==> config.mk <==
export PLATFORM = sky130hd
export DESIGN_NAME = pcc_core
export DESIGN_NICKNAME = d
export VERILOG_FILES = /design/src/rtl/pcc_pkg.sv /design/src/rtl/pcc_core.sv
export SDC_FILE = /design/constraint.sdc
export NUM_CORES = 2
export LEC_CHECK = 0
export BUFFER_PORTS_ARGS = -buffer_cell sky130_fd_sc_hd__buf_2
export CORE_ASPECT_RATIO = 1.75
export CORE_UTILIZATION = 45
export CTS_CLUSTER_SIZE = 12
export DETAILED_ROUTE_END_ITERATION = 6
export PLACE_DENSITY_LB_ADDON = 0.15
export SYNTH_ARGS = -nofsm -noshare
export SYNTH_HDL_FRONTEND = slang
export SYNTH_SLANG_ARGS = --single-unit
==> constraint.sdc <==
create_clock -name mclk -period 84 [get_ports mclk]
set_input_delay 8.4 -clock mclk [delete_from_list [all_inputs] [get_ports mclk]]
set_output_delay 8.4 -clock mclk [all_outputs]
set_load 0.02 [all_outputs]
==> src/rtl/pcc_pkg.sv <==
package pcc_pkg;
    localparam int CLK_HZ = 125000000;
    // timing figures as printed
    localparam int RST_WIDTH_LONG_MS = 20;
    localparam int RST_WIDTH_SHORT_MS = 1;
    localparam int HOLD_CONFIG_MS = 1000;
    localparam int HOLD_FUNC_MS = 3000;
    localparam int RATE_LOW_HZ = 30;
    localparam int RATE_HIGH_HZ = 5000;
    localparam int OS_TICK_MS = 10;
    localparam int MS_CYCLES = (CLK_HZ + 999) / 1000;
    localparam int RST_LONG_CYC = RST_WIDTH_LONG_MS * MS_CYCLES;
    localparam int RST_SHORT_CYC = RST_WIDTH_SHORT_MS * MS_CYCLES;
    localparam int HOLD_CONFIG_CYC = HOLD_CONFIG_MS * MS_CYCLES;
    localparam int HOLD_FUNC_CYC = HOLD_FUNC_MS * MS_CYCLES;
    // half of the pulse period is the least level time at each rate
    localparam int RATE_LOW_CYC = (CLK_HZ + 2 * RATE_LOW_HZ - 1) / (2 * RATE_LOW_HZ);
    localparam int RATE_HIGH_CYC = (CLK_HZ + 2 * RATE_HIGH_HZ - 1) / (2 * RATE_HIGH_HZ);
    localparam int OS_TICK_CYC = OS_TICK_MS * MS_CYCLES;
    // count limits
    localparam logic [19:0] FULL_SCALE_SIX = 20'hf423f;
    localparam logic [19:0] FULL_SCALE_FOUR = 20'h0270f;
    localparam logic [16:0] PRESCALE_MIN = 17'h00001;
    localparam logic [16:0] PRESCALE_MAX_SIX = 17'h1869f;
    localparam logic [16:0] PRESCALE_MAX_FOUR = 17'h0270f;
    localparam logic [16:0] PRESCALE_ONE = 17'h003e8;
    localparam logic [13:0] OS_TIME_MIN = 14'h0001;
    localparam logic [13:0] OS_TIME_MAX = 14'h270f;
    localparam logic [13:0] OS_TIME_RESET = 14'h0032;
    // register offsets
    localparam logic [3:0] REG_CTRL = 4'h0;
    localparam logic [3:0] REG_PRESCALE = 4'h1;
    localparam logic [3:0] REG_SET_ONE = 4'h2;
    localparam logic [3:0] REG_SET_TWO = 4'h3;
    localparam logic [3:0] REG_BATCH_SET = 4'h4;
    localparam logic [3:0] REG_OS_TIME = 4'h5;
    localparam logic [3:0] REG_PV = 4'h6;
    localparam logic [3:0] REG_TOTAL = 4'h7;
    localparam logic [3:0] REG_BATCH = 4'h8;
    localparam logic [3:0] REG_DUAL = 4'h9;
    localparam logic [3:0] REG_STATUS = 4'ha;
    localparam logic [3:0] REG_DIGIT = 4'hb;
    // control field positions
    localparam int C_CFG_LO = 0;
    localparam int C_SOURCING = 3;
    localparam int C_RST_SHORT = 4;
    localparam int C_RATE_HIGH = 5;
    localparam int C_ONESHOT = 6;
    localparam int C_SWAP = 7;
    localparam int C_COLOR_LO = 8;
    localparam int C_LOCK_LO = 10;
    localparam int C_SUB = 13;
    localparam int C_FOUR = 14;
    localparam int C_TWO_STAGE = 15;
    localparam logic [15:0] CTRL_RESET = 16'h0000;
    localparam logic [2:0] LOCK_ONE = 3'h0;
    localparam logic [2:0] LOCK_TWO = 3'h1;
    localparam logic [2:0] LOCK_THREE = 3'h2;
    localparam logic [2:0] LOCK_FOUR = 3'h3;
    localparam logic [2:0] LOCK_FIVE = 3'h4;
    typedef enum logic [2:0] {
        PCC_CFG_SINGLE, PCC_CFG_TWO, PCC_CFG_TOTAL, PCC_CFG_BATCH, PCC_CFG_DUAL
    } pcc_cfg_t;
    typedef enum logic [1:0] {
        PCC_COL_RED, PCC_COL_GREEN, PCC_COL_RED_GREEN, PCC_COL_GREEN_RED
    } pcc_color_t;
endpackage

==> src/rtl/pcc_core.sv <==
// The plain strobed port and the register addresses were chosen for this implementation.
`timescale 1ns/10ps
// Behaviour
// - one reset width, 20 ms or 1 ms, filters both reset inputs
// - each count pulse adds the prescale factor, range 0.001 to 99.999, or to 9.999 in four-digit
// - one polarity setting applies to every external input
// - value colour follows colour setting and output state, stage two in two-stage
// - swap off: stage one to transistor; swap on with the two-stage bit set: exchanged
// - lock switch on blocks keys per lock level one to five
// - lock indicator lit while the lock switch is on
// - config mode needs mode plus up 1 s, function mode 3 s
// - digit keys step each digit of set value two 0 to 9 with wrap
// - present value reaching a set value asserts its output per mode
// - batch counter counts completions, stage one on at batch set value
// - dual value is A plus B, or A minus B
// - dual value reaching dual set value drives the outputs
// - single units act as stage two; single, total, dual switch both
// - present value wraps to zero past full scale, 999999 or 9999
// - no counting on input A while primary reset is asserted
// - primary reset ends an active one-shot at once
// - outputs on before power loss come back on; ctrl is reset then, so no one-shot restarts
// - one-shot time programmable 0.01 to 99.99 s
// - total counter accumulates, not cleared by preset completion
// - count rate 30 Hz or 5 kHz for both inputs, level width filtered at either rate
// - in total mode secondary reset clears only the total
module pcc_core #(
    parameter int RST_LONG = pcc_pkg::RST_LONG_CYC,
    parameter int RST_SHORT = pcc_pkg::RST_SHORT_CYC,
    parameter int HOLD_CONFIG = pcc_pkg::HOLD_CONFIG_CYC,
    parameter int HOLD_FUNC = pcc_pkg::HOLD_FUNC_CYC,
    parameter int RATE_LOW = pcc_pkg::RATE_LOW_CYC,
    parameter int RATE_HIGH = pcc_pkg::RATE_HIGH_CYC,
    parameter int OS_TICK = pcc_pkg::OS_TICK_CYC
) (
    input wire logic mclk,
    input wire logic rst,
    input wire logic [3:0] addr,
    input wire logic [31:0] wdata,
    input wire logic wr,
    input wire logic rd,
    output logic [31:0] rdata,
    input wire logic count_input_a,
    input wire logic count_input_b,
    input wire logic reset_in_one,
    input wire logic reset_in_two,
    input wire logic key_mode,
    input wire logic key_up,
    input wire logic key_reset,
    input wire logic key_display,
    input wire logic lock_switch,
    input wire logic restore_one,
    input wire logic restore_two,
    output logic transistor_out,
    output logic contact_out,
    output logic value_red,
    output logic value_green,
    output logic lock_lit,
    output logic config_mode_req,
    output logic func_mode_req,
    output logic display_next
);
    localparam int W = 24;
    initial begin
        if (RST_LONG < 1 || RST_SHORT < 1 || RATE_LOW < 1 || RATE_HIGH < 1 || OS_TICK < 1
            || HOLD_CONFIG < 1 || HOLD_FUNC <= HOLD_CONFIG)
            $error("pcc_core: bad timing parameters");
    end

    logic [15:0] ctrl;
    logic [16:0] prescale;
    logic [19:0] set_value_one, set_value_two, batch_set;
    logic [13:0] os_time;
    logic [19:0] pv, total, batch, pv_b;
    logic [9:0] frac, frac_b, frac_t;
    logic stage1_output, stage2_output, os_active, batch_done;
    logic [13:0] os_left;
    logic [31:0] os_tick_cnt;

    wire four = ctrl[pcc_pkg::C_FOUR];
    wire [19:0] full_scale = four ? pcc_pkg::FULL_SCALE_FOUR : pcc_pkg::FULL_SCALE_SIX;
    wire [2:0] cfg = ctrl[pcc_pkg::C_CFG_LO +: 3];
    wire [2:0] lock_level = ctrl[pcc_pkg::C_LOCK_LO +: 3];
    wire is_dual = cfg == pcc_pkg::PCC_CFG_DUAL;
    wire is_total = cfg == pcc_pkg::PCC_CFG_TOTAL;
    wire is_batch = cfg == pcc_pkg::PCC_CFG_BATCH;
    wire is_two = cfg == pcc_pkg::PCC_CFG_TWO;

    // input conditioning: three flops, change taken when stages two and three agree
    logic [2:0] s_a, s_b, s_r1, s_r2, s_km, s_ku, s_kr, s_kd, s_ls;
    logic [8:0] lvl;
    wire [8:0] raw = {count_input_a, count_input_b, reset_in_one, reset_in_two,
                      key_mode, key_up, key_reset, key_display, lock_switch};
    // polarity: sourcing inputs are active high, sinking ones pull low
    wire [8:0] act = raw ^ {9{~ctrl[pcc_pkg::C_SOURCING]}};
    always_ff @(posedge mclk) begin
        s_a <= {s_a[1:0], act[8]};
        s_b <= {s_b[1:0], act[7]};
        s_r1 <= {s_r1[1:0], act[6]};
        s_r2 <= {s_r2[1:0], act[5]};
        s_km <= {s_km[1:0], act[4]};
        s_ku <= {s_ku[1:0], act[3]};
        s_kr <= {s_kr[1:0], act[2]};
        s_kd <= {s_kd[1:0], act[1]};
        s_ls <= {s_ls[1:0], act[0]};
    end
    wire [8:0] agree = {s_a[1] ~^ s_a[2], s_b[1] ~^ s_b[2], s_r1[1] ~^ s_r1[2],
                        s_r2[1] ~^ s_r2[2], s_km[1] ~^ s_km[2], s_ku[1] ~^ s_ku[2],
                        s_kr[1] ~^ s_kr[2], s_kd[1] ~^ s_kd[2], s_ls[1] ~^ s_ls[2]};
    wire [8:0] third = {s_a[2], s_b[2], s_r1[2], s_r2[2], s_km[2], s_ku[2], s_kr[2],
                        s_kd[2], s_ls[2]};
    always_ff @(posedge mclk) begin
        if (rst)
            lvl <= '0;
        else
            lvl <= (agree & third) | (~agree & lvl);
    end

    // width filters: counts and resets must hold a level for the selected time
    wire [31:0] rate_cyc = ctrl[pcc_pkg::C_RATE_HIGH] ? RATE_HIGH : RATE_LOW;
    wire [31:0] rst_cyc = ctrl[pcc_pkg::C_RST_SHORT] ? RST_SHORT : RST_LONG;
    logic [3:0] filt;
    logic [3:0] filt_rise;
    genvar gi;
    generate
        for (gi = 0; gi < 4; gi++) begin : g_filt
            logic [31:0] cnt;
            wire src = lvl[5 + gi];
            wire [31:0] lim = (gi >= 2) ? rate_cyc : rst_cyc;
            always_ff @(posedge mclk) begin
                if (rst) begin
                    cnt <= '0;
                    filt[gi] <= 1'b0;
                    filt_rise[gi] <= 1'b0;
                end else begin
                    filt_rise[gi] <= 1'b0;
                    if (src == filt[gi])
                        cnt <= '0;
                    else if (cnt + 32'h1 >= lim) begin
                        cnt <= '0;
                        filt[gi] <= src;
                        filt_rise[gi] <= src;
                    end else
                        cnt <= cnt + 32'h1;
                end
            end
        end
    endgenerate
    wire res1 = filt[1];
    wire res2 = filt[0];
    wire pulse_a = filt_rise[3];
    wire pulse_b = filt_rise[2];

    // key protection
    wire locked = lvl[0];
    wire blk_mode = locked;
    wire blk_reset = locked && (lock_level == pcc_pkg::LOCK_TWO ||
                     lock_level == pcc_pkg::LOCK_FOUR || lock_level == pcc_pkg::LOCK_FIVE);
    wire blk_up = locked && (lock_level == pcc_pkg::LOCK_THREE ||
                  lock_level == pcc_pkg::LOCK_FOUR || lock_level == pcc_pkg::LOCK_FIVE);
    wire blk_disp = locked && lock_level == pcc_pkg::LOCK_FIVE;
    logic k_reset_d, k_disp_d;
    wire key_reset_ev = lvl[2] && !k_reset_d && !blk_reset;
    logic [31:0] hold_cnt;
    wire hold_up = lvl[4] && lvl[3];

    // mode key timing
    always_ff @(posedge mclk) begin
        if (rst) begin
            hold_cnt <= '0;
            config_mode_req <= 1'b0;
            func_mode_req <= 1'b0;
            k_reset_d <= 1'b0;
            k_disp_d <= 1'b0;
            display_next <= 1'b0;
            lock_lit <= 1'b0;
        end else begin
            k_reset_d <= lvl[2];
            k_disp_d <= lvl[1];
            display_next <= lvl[1] && !k_disp_d && !blk_disp;
            lock_lit <= locked;
            hold_cnt <= (lvl[4] && !blk_mode && hold_cnt < HOLD_FUNC) ? hold_cnt + 32'h1
                        : (lvl[4] ? hold_cnt : '0);
            config_mode_req <= hold_up && !blk_mode && hold_cnt == HOLD_CONFIG - 1;
            func_mode_req <= !lvl[3] && !blk_mode && hold_cnt == HOLD_FUNC - 1;
        end
    end

    // prescaled counting: fraction kept in thousandths
    function automatic logic [29:0] add_scaled(input logic [19:0] v, input logic [9:0] f,
                                               input logic [16:0] s, input logic [19:0] fs);
        logic [31:0] t;
        logic [31:0] whole;
        t = {12'h0, v} * 32'd1000 + {22'h0, f} + {15'h0, s};
        whole = t / 32'd1000;
        if (whole > {12'h0, fs})
            whole = whole - {12'h0, fs} - 32'h1;
        add_scaled = {whole[19:0], 10'(t % 32'd1000)};
    endfunction
    wire [29:0] next_a = add_scaled(pv, frac, prescale, full_scale);
    wire [29:0] next_b = add_scaled(pv_b, frac_b, prescale, full_scale);
    wire [29:0] next_t = add_scaled(total, frac_t, prescale, full_scale);
    wire [20:0] dual_add = {1'b0, pv} + {1'b0, pv_b};
    wire [20:0] dual_sub = {1'b0, pv} - {1'b0, pv_b};
    wire [20:0] dual_val = ctrl[pcc_pkg::C_SUB] ? dual_sub : dual_add;
    wire [20:0] dual_set = {1'b0, set_value_two};
    wire reach2 = is_dual ? (dual_val == dual_set)
                          : (next_a[29:10] >= set_value_two && pulse_a && !res1);
    wire reach1 = is_two && pulse_a && !res1 && next_a[29:10] >= set_value_one;
    wire complete = !is_dual && reach2;
    wire [19:0] next_batch = (batch == full_scale) ? 20'h0 : batch + 20'h1;

    always_ff @(posedge mclk) begin
        if (rst) begin
            pv <= '0;
            frac <= '0;
            pv_b <= '0;
            frac_b <= '0;
            total <= '0;
            frac_t <= '0;
            batch <= '0;
            batch_done <= 1'b0;
        end else begin
            if (res1 || key_reset_ev) begin
                pv <= '0;
                frac <= '0;
            end else if (complete && !is_total && !is_batch) begin
                pv <= next_a[29:10];
                frac <= next_a[9:0];
            end else if (complete) begin
                pv <= '0;
                frac <= '0;
            end else if (pulse_a) begin
                pv <= next_a[29:10];
                frac <= next_a[9:0];
            end
            if (is_dual && (res2 || key_reset_ev)) begin
                pv_b <= '0;
                frac_b <= '0;
            end else if (is_dual && pulse_b) begin
                pv_b <= next_b[29:10];
                frac_b <= next_b[9:0];
            end
            // total runs on its own; completion never clears it
            if ((is_total && res2) || (is_total && key_reset_ev)) begin
                total <= '0;
                frac_t <= '0;
            end else if (pulse_a && !res1) begin
                total <= next_t[29:10];
                frac_t <= next_t[9:0];
            end
            if (is_batch && (res2 || key_reset_ev)) begin
                batch <= '0;
                batch_done <= 1'b0;
            end else begin
                if (is_batch && complete)
                    batch <= next_batch;
                if (is_batch && batch_set != 20'h0 && batch >= batch_set)
                    batch_done <= 1'b1;
            end
        end
    end

    // outputs: level or one-shot, restored after supply loss
    wire oneshot = ctrl[pcc_pkg::C_ONESHOT];
    wire os_tick = os_tick_cnt + 32'h1 >= OS_TICK;
    wire clear_out = res1 || key_reset_ev;
    logic restored;
    always_ff @(posedge mclk) begin
        if (rst) begin
            stage1_output <= 1'b0;
            stage2_output <= 1'b0;
            os_active <= 1'b0;
            os_left <= '0;
            os_tick_cnt <= '0;
            restored <= 1'b0;
        end else begin
            restored <= 1'b1;
            os_tick_cnt <= (os_active && !os_tick) ? os_tick_cnt + 32'h1 : '0;
            if (!restored) begin
                // held states come back; ctrl is still reset, so a one-shot does not restart
                stage1_output <= restore_one;
                stage2_output <= restore_two;
                os_active <= oneshot && restore_two;
                os_left <= os_time;
            end else if (clear_out) begin
                stage1_output <= 1'b0;
                stage2_output <= 1'b0;
                os_active <= 1'b0;
            end else begin
                if (reach1)
                    stage1_output <= 1'b1;
                if (reach2 && !stage2_output) begin
                    stage2_output <= 1'b1;
                    os_active <= oneshot;
                    os_left <= os_time;
                end else if (os_active && os_tick) begin
                    if (os_left <= pcc_pkg::OS_TIME_MIN) begin
                        os_active <= 1'b0;
                        stage2_output <= 1'b0;
                    end
                    os_left <= os_left - 14'h1;
                end
            end
        end
    end

    // output allocation
    wire out_one = is_batch ? batch_done : (is_two ? stage1_output : stage2_output);
    wire drv_two = stage2_output;
    wire swap = ctrl[pcc_pkg::C_SWAP] && ctrl[pcc_pkg::C_TWO_STAGE];
    wire color_out = (is_two || is_batch) ? stage2_output : out_one;
    logic next_red;
    always_comb begin
        case (ctrl[pcc_pkg::C_COLOR_LO +: 2])
            pcc_pkg::PCC_COL_RED: next_red = 1'b1;
            pcc_pkg::PCC_COL_GREEN: next_red = 1'b0;
            pcc_pkg::PCC_COL_RED_GREEN: next_red = !color_out;
            default: next_red = color_out;
        endcase
    end
    always_ff @(posedge mclk) begin
        if (rst) begin
            transistor_out <= 1'b0;
            contact_out <= 1'b0;
            value_red <= 1'b1;
            value_green <= 1'b0;
        end else begin
            transistor_out <= swap ? drv_two : out_one;
            contact_out <= swap ? out_one : drv_two;
            value_red <= next_red;
            value_green <= !next_red;
        end
    end

    // register port; digit register steps one decimal digit of set value two
    function automatic logic [19:0] step_digit(input logic [19:0] v, input logic [2:0] d,
                                               input logic down);
        logic [19:0] p;
        logic [19:0] dig;
        p = 20'h1;
        for (int i = 0; i < 6; i++)
            if (i < int'(d))
                p = 20'(p * 20'd10);
        dig = (v / p) % 20'd10;
        if (down)
            step_digit = (dig == 20'h0) ? 20'(v + 20'd9 * p) : 20'(v - p);
        else
            step_digit = (dig == 20'd9) ? 20'(v - 20'd9 * p) : 20'(v + p);
    endfunction
    wire wr_ctrl = wr && addr == pcc_pkg::REG_CTRL;
    wire [16:0] ps_max = four ? pcc_pkg::PRESCALE_MAX_FOUR : pcc_pkg::PRESCALE_MAX_SIX;
    wire [16:0] ps_in = wdata[16:0];
    wire [13:0] os_in = wdata[13:0];
    logic [31:0] next_rdata;
    always_comb begin
        case (addr)
            pcc_pkg::REG_CTRL: next_rdata = {16'h0, ctrl};
            pcc_pkg::REG_PRESCALE: next_rdata = {15'h0, prescale};
            pcc_pkg::REG_SET_ONE: next_rdata = {12'h0, set_value_one};
            pcc_pkg::REG_SET_TWO: next_rdata = {12'h0, set_value_two};
            pcc_pkg::REG_BATCH_SET: next_rdata = {12'h0, batch_set};
            pcc_pkg::REG_OS_TIME: next_rdata = {18'h0, os_time};
            pcc_pkg::REG_PV: next_rdata = {12'h0, pv};
            pcc_pkg::REG_TOTAL: next_rdata = {12'h0, total};
            pcc_pkg::REG_BATCH: next_rdata = {12'h0, batch};
            pcc_pkg::REG_DUAL: next_rdata = {{11{dual_val[20]}}, dual_val};
            pcc_pkg::REG_STATUS: next_rdata = {26'h0, batch_done, os_active, locked, res1,
                                               stage1_output, stage2_output};
            default: next_rdata = 32'h0;
        endcase
    end
    always_ff @(posedge mclk) begin
        if (rst) begin
            ctrl <= pcc_pkg::CTRL_RESET;
            prescale <= pcc_pkg::PRESCALE_ONE;
            set_value_one <= '0;
            set_value_two <= '0;
            batch_set <= '0;
            os_time <= pcc_pkg::OS_TIME_RESET;
            rdata <= '0;
        end else begin
            rdata <= rd ? next_rdata : 32'h0;
            if (wr_ctrl)
                ctrl <= wdata[15:0];
            if (wr && addr == pcc_pkg::REG_PRESCALE && ps_in >= pcc_pkg::PRESCALE_MIN
                && ps_in <= ps_max)
                prescale <= ps_in;
            if (wr && addr == pcc_pkg::REG_SET_ONE && wdata[19:0] <= full_scale)
                set_value_one <= wdata[19:0];
            if (wr && addr == pcc_pkg::REG_SET_TWO && wdata[19:0] <= full_scale)
                set_value_two <= wdata[19:0];
            if (wr && addr == pcc_pkg::REG_BATCH_SET && wdata[19:0] <= full_scale)
                batch_set <= wdata[19:0];
            if (wr && addr == pcc_pkg::REG_OS_TIME && os_in >= pcc_pkg::OS_TIME_MIN
                && os_in <= pcc_pkg::OS_TIME_MAX)
                os_time <= os_in;
            if (wr && addr == pcc_pkg::REG_DIGIT && !blk_up && wdata[2:0] < (four ? 3'd4 : 3'd6))
                set_value_two <= step_digit(set_value_two, wdata[2:0], wdata[3]);
        end
    end
endmodule

=== Word level (Yosys, flattened, before mapping) ===
Index checks and enable logic that the tools add are counted.

* Register bits: 512
* Latch bits: 0
* RAM bits: 0
* Bits in read-only memories: 0
* Input port bits: 51
* Output and inout port bits: 40
* Memories: 0

* $add $sub $neg: 26
* Multipliers: 9
* Divide/modulo/power cells: 8
* Order comparisons: 25
* Equal/unequal tests: 36
* Shifts and indexed selects: 0
* Mux-type cells: 65
* Bitwise gates (word level): 23
* Reductions and logical operators: 99

{| class="wikitable"
|+ Operator list
! cell !! number
|-
| 20-bit 2-to-1 mux || 30
|-
| 32-bit case mux with 11 select lines || 1
|-
| 32-bit by 1-bit adder with 32-bit output, second input constant || 6
|-
| 20-bit by 3-bit multiplier with 19-bit output, second input constant || 5
|-
| 20-bit subtractor || 5
|-
| 31-bit by 17-bit adder with 32-bit output || 3
|-
| 32-bit by 10-bit divider with 32-bit output, second input constant || 3
|-
| 32-bit by 20-bit greater-than comparator with 1-bit output || 3
|-
| 32-bit by 10-bit modulo with 32-bit output, second input constant || 3
|-
| 30-bit by 10-bit adder with 31-bit output || 3
|-
| 20-bit by 7-bit multiplier with 27-bit output, second input constant || 3
|-
| 32-bit by 21-bit greater-or-equal comparator with 1-bit output || 2
|-
| 32-bit by 22-bit greater-or-equal comparator with 1-bit output || 2
|-
| 32-bit 2-to-1 mux || 2
|-
| 20-bit greater-or-equal comparator || 3
|-
| 20-bit by 1-bit subtractor with 20-bit output, second input constant || 3
|-
| 14-bit 2-to-1 mux || 4
|-
| 1-bit logical AND || 52
|-
| 21-bit 2-to-1 mux || 2
|-
| 20-bit adder || 2
|-
| 32-bit by 27-bit == test with 1-bit output, second input constant || 1
|-
| 32-bit by 29-bit == test with 1-bit output, second input constant || 1
|-
| 32-bit by 21-bit greater-or-equal comparator with 1-bit output, second input constant || 1
|-
| 32-bit by 29-bit < comparator with 1-bit output, second input constant || 1
|-
| other kinds (59) || 150
|}

=== Logic depth before layout (Yosys ltp) ===
* Depth after elaboration: 35
* Mapped depth: 391
* Depth with buffers taken out: 368

=== Least setup slack after synthesis ===
OpenSTA, ideal clock, no wires.

* Path type: input to register
* Start point: input wdata[2]
* End point: register set_value_two[19]
* Setup time: 0.132 ns
* Data arrival time: 73.475 ns
* Data required time: 83.868 ns
* Setup slack: 10.393 ns
* Stages on the path: 375
* Buffers on the path: 33
* Path through: inv_1 -> clkbuf_1 -> ha_1 -> clkbuf_1 -> clkbuf_1 -> clkbuf_1 -> nor2_1 -> ha_1 -> and2_1 -> ha_1 -> inv_1 -> fa_1 -> nor2_1 -> a21oi_1 -> inv_1 -> ha_1 -> ha_1 -> a21oi_1 -> [... 339 more ...] -> a21o_1 -> a21o_1 -> a21oi_1 -> o21bai_1 -> a21oi_1 -> o21bai_1 -> a21oi_1 -> o21ai_0 -> a21o_1 -> a21oi_1 -> o21ai_0 -> a21oi_1 -> o21bai_1 -> a21o_1 -> a21oi_1 -> xor2_1 -> mux2i_1 -> a21oi_1

* Word-level cells in the longest chain between the ends: 30
* Elaborated cells on any way between the ends: 47
* Classes of those cells: add/sub (4); mul (6); div (2); order compare (8); eq/ne (1); mux (22); reduce/logical (4)

{| class="wikitable"
|+ Ends and longest elaborated chain
! what !! line !! RTL
|-
| from (decl) || pcc_core.sv:38 || <nowiki>input wire logic [31:0] wdata,</nowiki>
|-
| 1-bit by 3-bit < comparator with 1-bit output || pcc_core.sv:342 || <nowiki>if (i < int'(d))</nowiki>
|-
| 4-bit 2-to-1 mux || pcc_core.sv:342 ||
|-
| 20-bit 2-to-1 mux || pcc_core.sv:397 || <nowiki>if (wr && addr == pcc_pkg::REG_DIGIT && !blk_up && wdata[2:0] < (four ? 3'd4 : 3'd6))</nowiki>
|-
| 20-bit 2-to-1 mux || pcc_core.sv:373 || <nowiki>if (rst) begin</nowiki>
|-
| 20-bit by 3-bit multiplier with 19-bit output || pcc_core.sv:343 || <nowiki>p = 20'(p * 20'd10);</nowiki>
|-
| 20-bit 2-to-1 mux || pcc_core.sv:342 ||
|-
| 20-bit 2-to-1 mux || pcc_core.sv:397 ||
|-
| 20-bit 2-to-1 mux || pcc_core.sv:373 ||
|-
| [... 14 more ...] || -- ||
|-
| 20-bit 2-to-1 mux || pcc_core.sv:397 ||
|-
| 20-bit 2-to-1 mux || pcc_core.sv:373 ||
|-
| 20-bit by 20-bit divider with 20-bit output || pcc_core.sv:344 || <nowiki>dig = (v / p) % 20'd10;</nowiki>
|-
| 20-bit by 4-bit modulo with 20-bit output || pcc_core.sv:344 ||
|-
| 20-bit by 4-bit == test with 1-bit output / 20-bit logical NOT (equally long branches) || pcc_core.sv:348, pcc_core.sv:346 ||
|-
| 20-bit 2-to-1 mux, on equally long branches || pcc_core.sv:348, pcc_core.sv:346 ||
|-
| 20-bit 2-to-1 mux || pcc_core.sv:345 || <nowiki>if (down)</nowiki>
|-
| 20-bit 2-to-1 mux || pcc_core.sv:397 ||
|-
| to (signal assigned) || pcc_core.sv:391 || <nowiki>set_value_two <= wdata[19:0];</nowiki>
|-
| to (signal assigned) || pcc_core.sv:398 || <nowiki>set_value_two <= step_digit(set_value_two, wdata[2:0], wdata[3]);</nowiki>
|-
| to (decl) || pcc_core.sv:71 || <nowiki>logic [19:0] set_value_one, set_value_two, batch_set;</nowiki>
|}

Several ways; a longest one is shown, not always the timed one. The select of a mux whose other input is x is not followed.
A chain may end at the register's enable or synchronous reset.

=== Worst setup path in the final report ===
Same ends and word-level chain as after synthesis.

==> results_dict.tcl <==
set metrics [dict create \
    ys_types 163 \
    coreArea_sq_um 164900 \
    async_flop_share 0 \
    gp_congestion 1.009 \
    setup_viol 0 \
    grt_pass1_vias 71770 \
    final_max_slew_viol_count 0 \
    placedInstanceArea_sq_um 77590 \
    die_y_um 541.8 \
    met1_length_um 91180 \
    crit_required_ns 84.59 \
    cp-end-kind "flop" \
    synthFlopType "dfxtp_1" \
    cts.path.max_buffers 3 \
    cts_num_sinks 501 \
    cts_hold_buf 0 \
    cts_tree "built" \
    track_usage 0.2920 \
    synth_largest_area_cell "dfxtp_1" \
    cp_common_cell "o21a_1" \
    route.detailed.drc 2 \
    path_clk_slew_ns 0.06 \
    area_delta_synth_final_pct 6.139 \
    hold_path_class "flop to flop" \
    timing.rr.start "set_value_two[2]$_SDFFE_PP0P_" \
    antenna_found_initial 23 \
    utilization 0.4822 \
    fin_setup_tns_ns 0 \
    ys_seq_area_frac 0.1339 \
    cp_max_fo 37 \
    synth_enable_flop_cells 0 \
    cp-start-kind "input port" \
    finalClockSkew_ns 0.08154 \
    avgSynthCellArea_sq_um 7.755 \
    register_area_sq_um 10030 \
    design_area_sq_um 79520 \
    wl_met2_um 128400 \
    clk_latency_ns 0.74 \
    syn-cell-area_sq_um 74920 \
    cts_buffers 54 \
    drtPass1Iterations 7 \
    rsz0062_at_grt "false" \
    yosys_warnings 0 \
    wl_per_cell_um 21.16 \
    status "finished with violations" \
    cts-htree-levels 2 \
    worstSetupStartpoint "wdata[2]" \
    max_clock_freq_mhz 12.77 \
    grt_pass1_wl_um 392400 \
    nFillCells 16460 \
    critPathMaxStageDelay_ns 0.71 \
    wl_met3_um 11000 \
    slew_headroom 0.06744 \
    synth_seq_cells 501 \
    min_period_over_period 0.9321 \
    cp_num_buf_inv 27 \
    min_from "s_ls[0]$_DFF_P_" \
    portBuffers 78 \
    io_pins 91 \
    dp_hpwl_um 200200 \
    row_count 197 \
    max_cap_violations 0 \
    hold_viol_final 0 \
    chipWidth_um 310.4 \
    period_needed_ns 78.30 \
    vias 73440 \
    crit_path_top_delay_cell "o22a_1" \
    violations "DRC" \
    grt_max_degree 73 \
    grt_overflow_total 0 \
    cp_top_family "compound AO/OA/AOI/OAI gates" \
    yosysTopAreaCellShare 0.1339 \
    die-area_sq_um 168200 \
    viasPerCell 6.192 \
    drt-initial-drc-count 4313 \
    drive_gt1_frac 0.06979 \
    multi_input_area_sq_um 61860 \
    wl_um 250900 \
    synth_top_cells_by_area "dfxtp_1, ha_1, fa_1" \
    worstMarginPinSlew_ns 1.396 \
    initial_utilization 0.4543 \
    crit_type "input port to flop" \
    cts-root-buf "clkbuf_16" \
    cp_data_arrival_time_ns 78.88 \
    synth_cells 9661 \
    postRouteAntennaNets 0 \
    top_layer "met5" \
    final_nets 10710 \
]
[worst paths after layout]
check                                    to  slack, ns  cells past startpoint
max          set_value_two[19]$_SDFFE_PP0P_       5.70                    366
min                         s_ls[1]$_DFF_P_       0.33                      0
max reg2reg  set_value_two[19]$_SDFFE_PP0P_      17.70                    341
min reg2reg                 s_ls[1]$_DFF_P_       0.33                      0
[final cells by class]
class                           instances  share of cell area
Timing Repair Buffer                  210             0.01750
Sequential cell                       501              0.1261
Inverter                              430             0.02030
Antenna cell                           13           0.0004091
Multi-Input combinational cell       8423              0.7779
Clock buffer                           77             0.01959
Tap cell                             2189             0.03444
Clock inverter                         16            0.003760
[cells by family after synthesis]
logic type                 after synthesis  share of synthesized area
AOI/OAI and AO/OA                     2900                     0.2749
buffers and inverters                  794                    0.04456
adders and majority gates             1062                     0.2008
other                                    2                  0.0001002
xor gates and xnor gates               693                    0.08201
DFF                                    501                     0.1339
and+or+nand+nor                       3435                     0.2253
muxes                                  274                    0.03841
[routing by layer]
metal  track usage  vias up
li1              -    35710
met1        0.2953    35080
met2        0.5398     1872
met3       0.04177      760
met4        0.2102       14
met5             0        -
[Yosys cell counts, types with 203 or more instances]
| cell | number |
|---|---|
| nor2_1 | 880 |
| nand2_1 | 827 |
| ha_1 | 797 |
| a21oi_1 | 661 |
| dfxtp_1 | 501 |
| xnor2_1 | 469 |
| o21ai_0 | 425 |
| inv_1 | 410 |
| nor3_1 | 347 |
| nand3_1 | 340 |
| fa_1 | 242 |
| clkbuf_1 | 228 |
| o21a_1 | 221 |
| xor2_1 | 214 |
| mux2i_1 | 203 |
[through the flow]
step                      hold WS, ns  cells  worst slack [ns]
after floorplan                0.3096   9718             10.39
after global placement         0.3107  11750             5.932
after detailed placement       0.3121  11750             5.039
after CTS                      0.3261  11840             5.437
after global routing           0.3353  11850           0.06779
final                          0.3256  11860             5.702
[registers in the layout (all words and copies together), names as in the netlist, 17 cells and up, named ones only]
register	cells
rdata	21
g_filt.cnt	128
pv	20
prescale	17
total	20
hold_cnt	32
os_tick_cnt	32
batch_set	20
set_value_two	20
batch	20
set_value_one	20
pv_b	20
[layout by cell type, fill, tap and decap left out, drive strengths merged, types with 42 or more instances in the layout]
cell type  count
o21ai        495
a21oi        683
o211ai        98
nand2b       130
dfxtp        501
clkbuf        77
mux2          64
ha           797
buf          210
and3         162
fa           242
o22ai         66
conb          59
nand3        342
a22oi         67
a21o         151
inv          427
nor3         352
a211oi       123
o31ai        165
nor2         889
xnor2        476
or2           73
nor4          75
nand2        830
nand4        107
and2         111
xor2         217
nor2b        140
a22o          48
or3           68
a31oi        128
a221oi        67
mux2i        210
o21bai        42
o21a         221
[what timing repair did]
item | in CTS | in global routing
endpoints found under the setup margin | 0 | 5
gates resized for setup | 0 | 2
setup buffers | 0 | 0
Power is not shown: default switching activity piles up to over one toggle a cycle in this logic, so the estimate is an artifact.
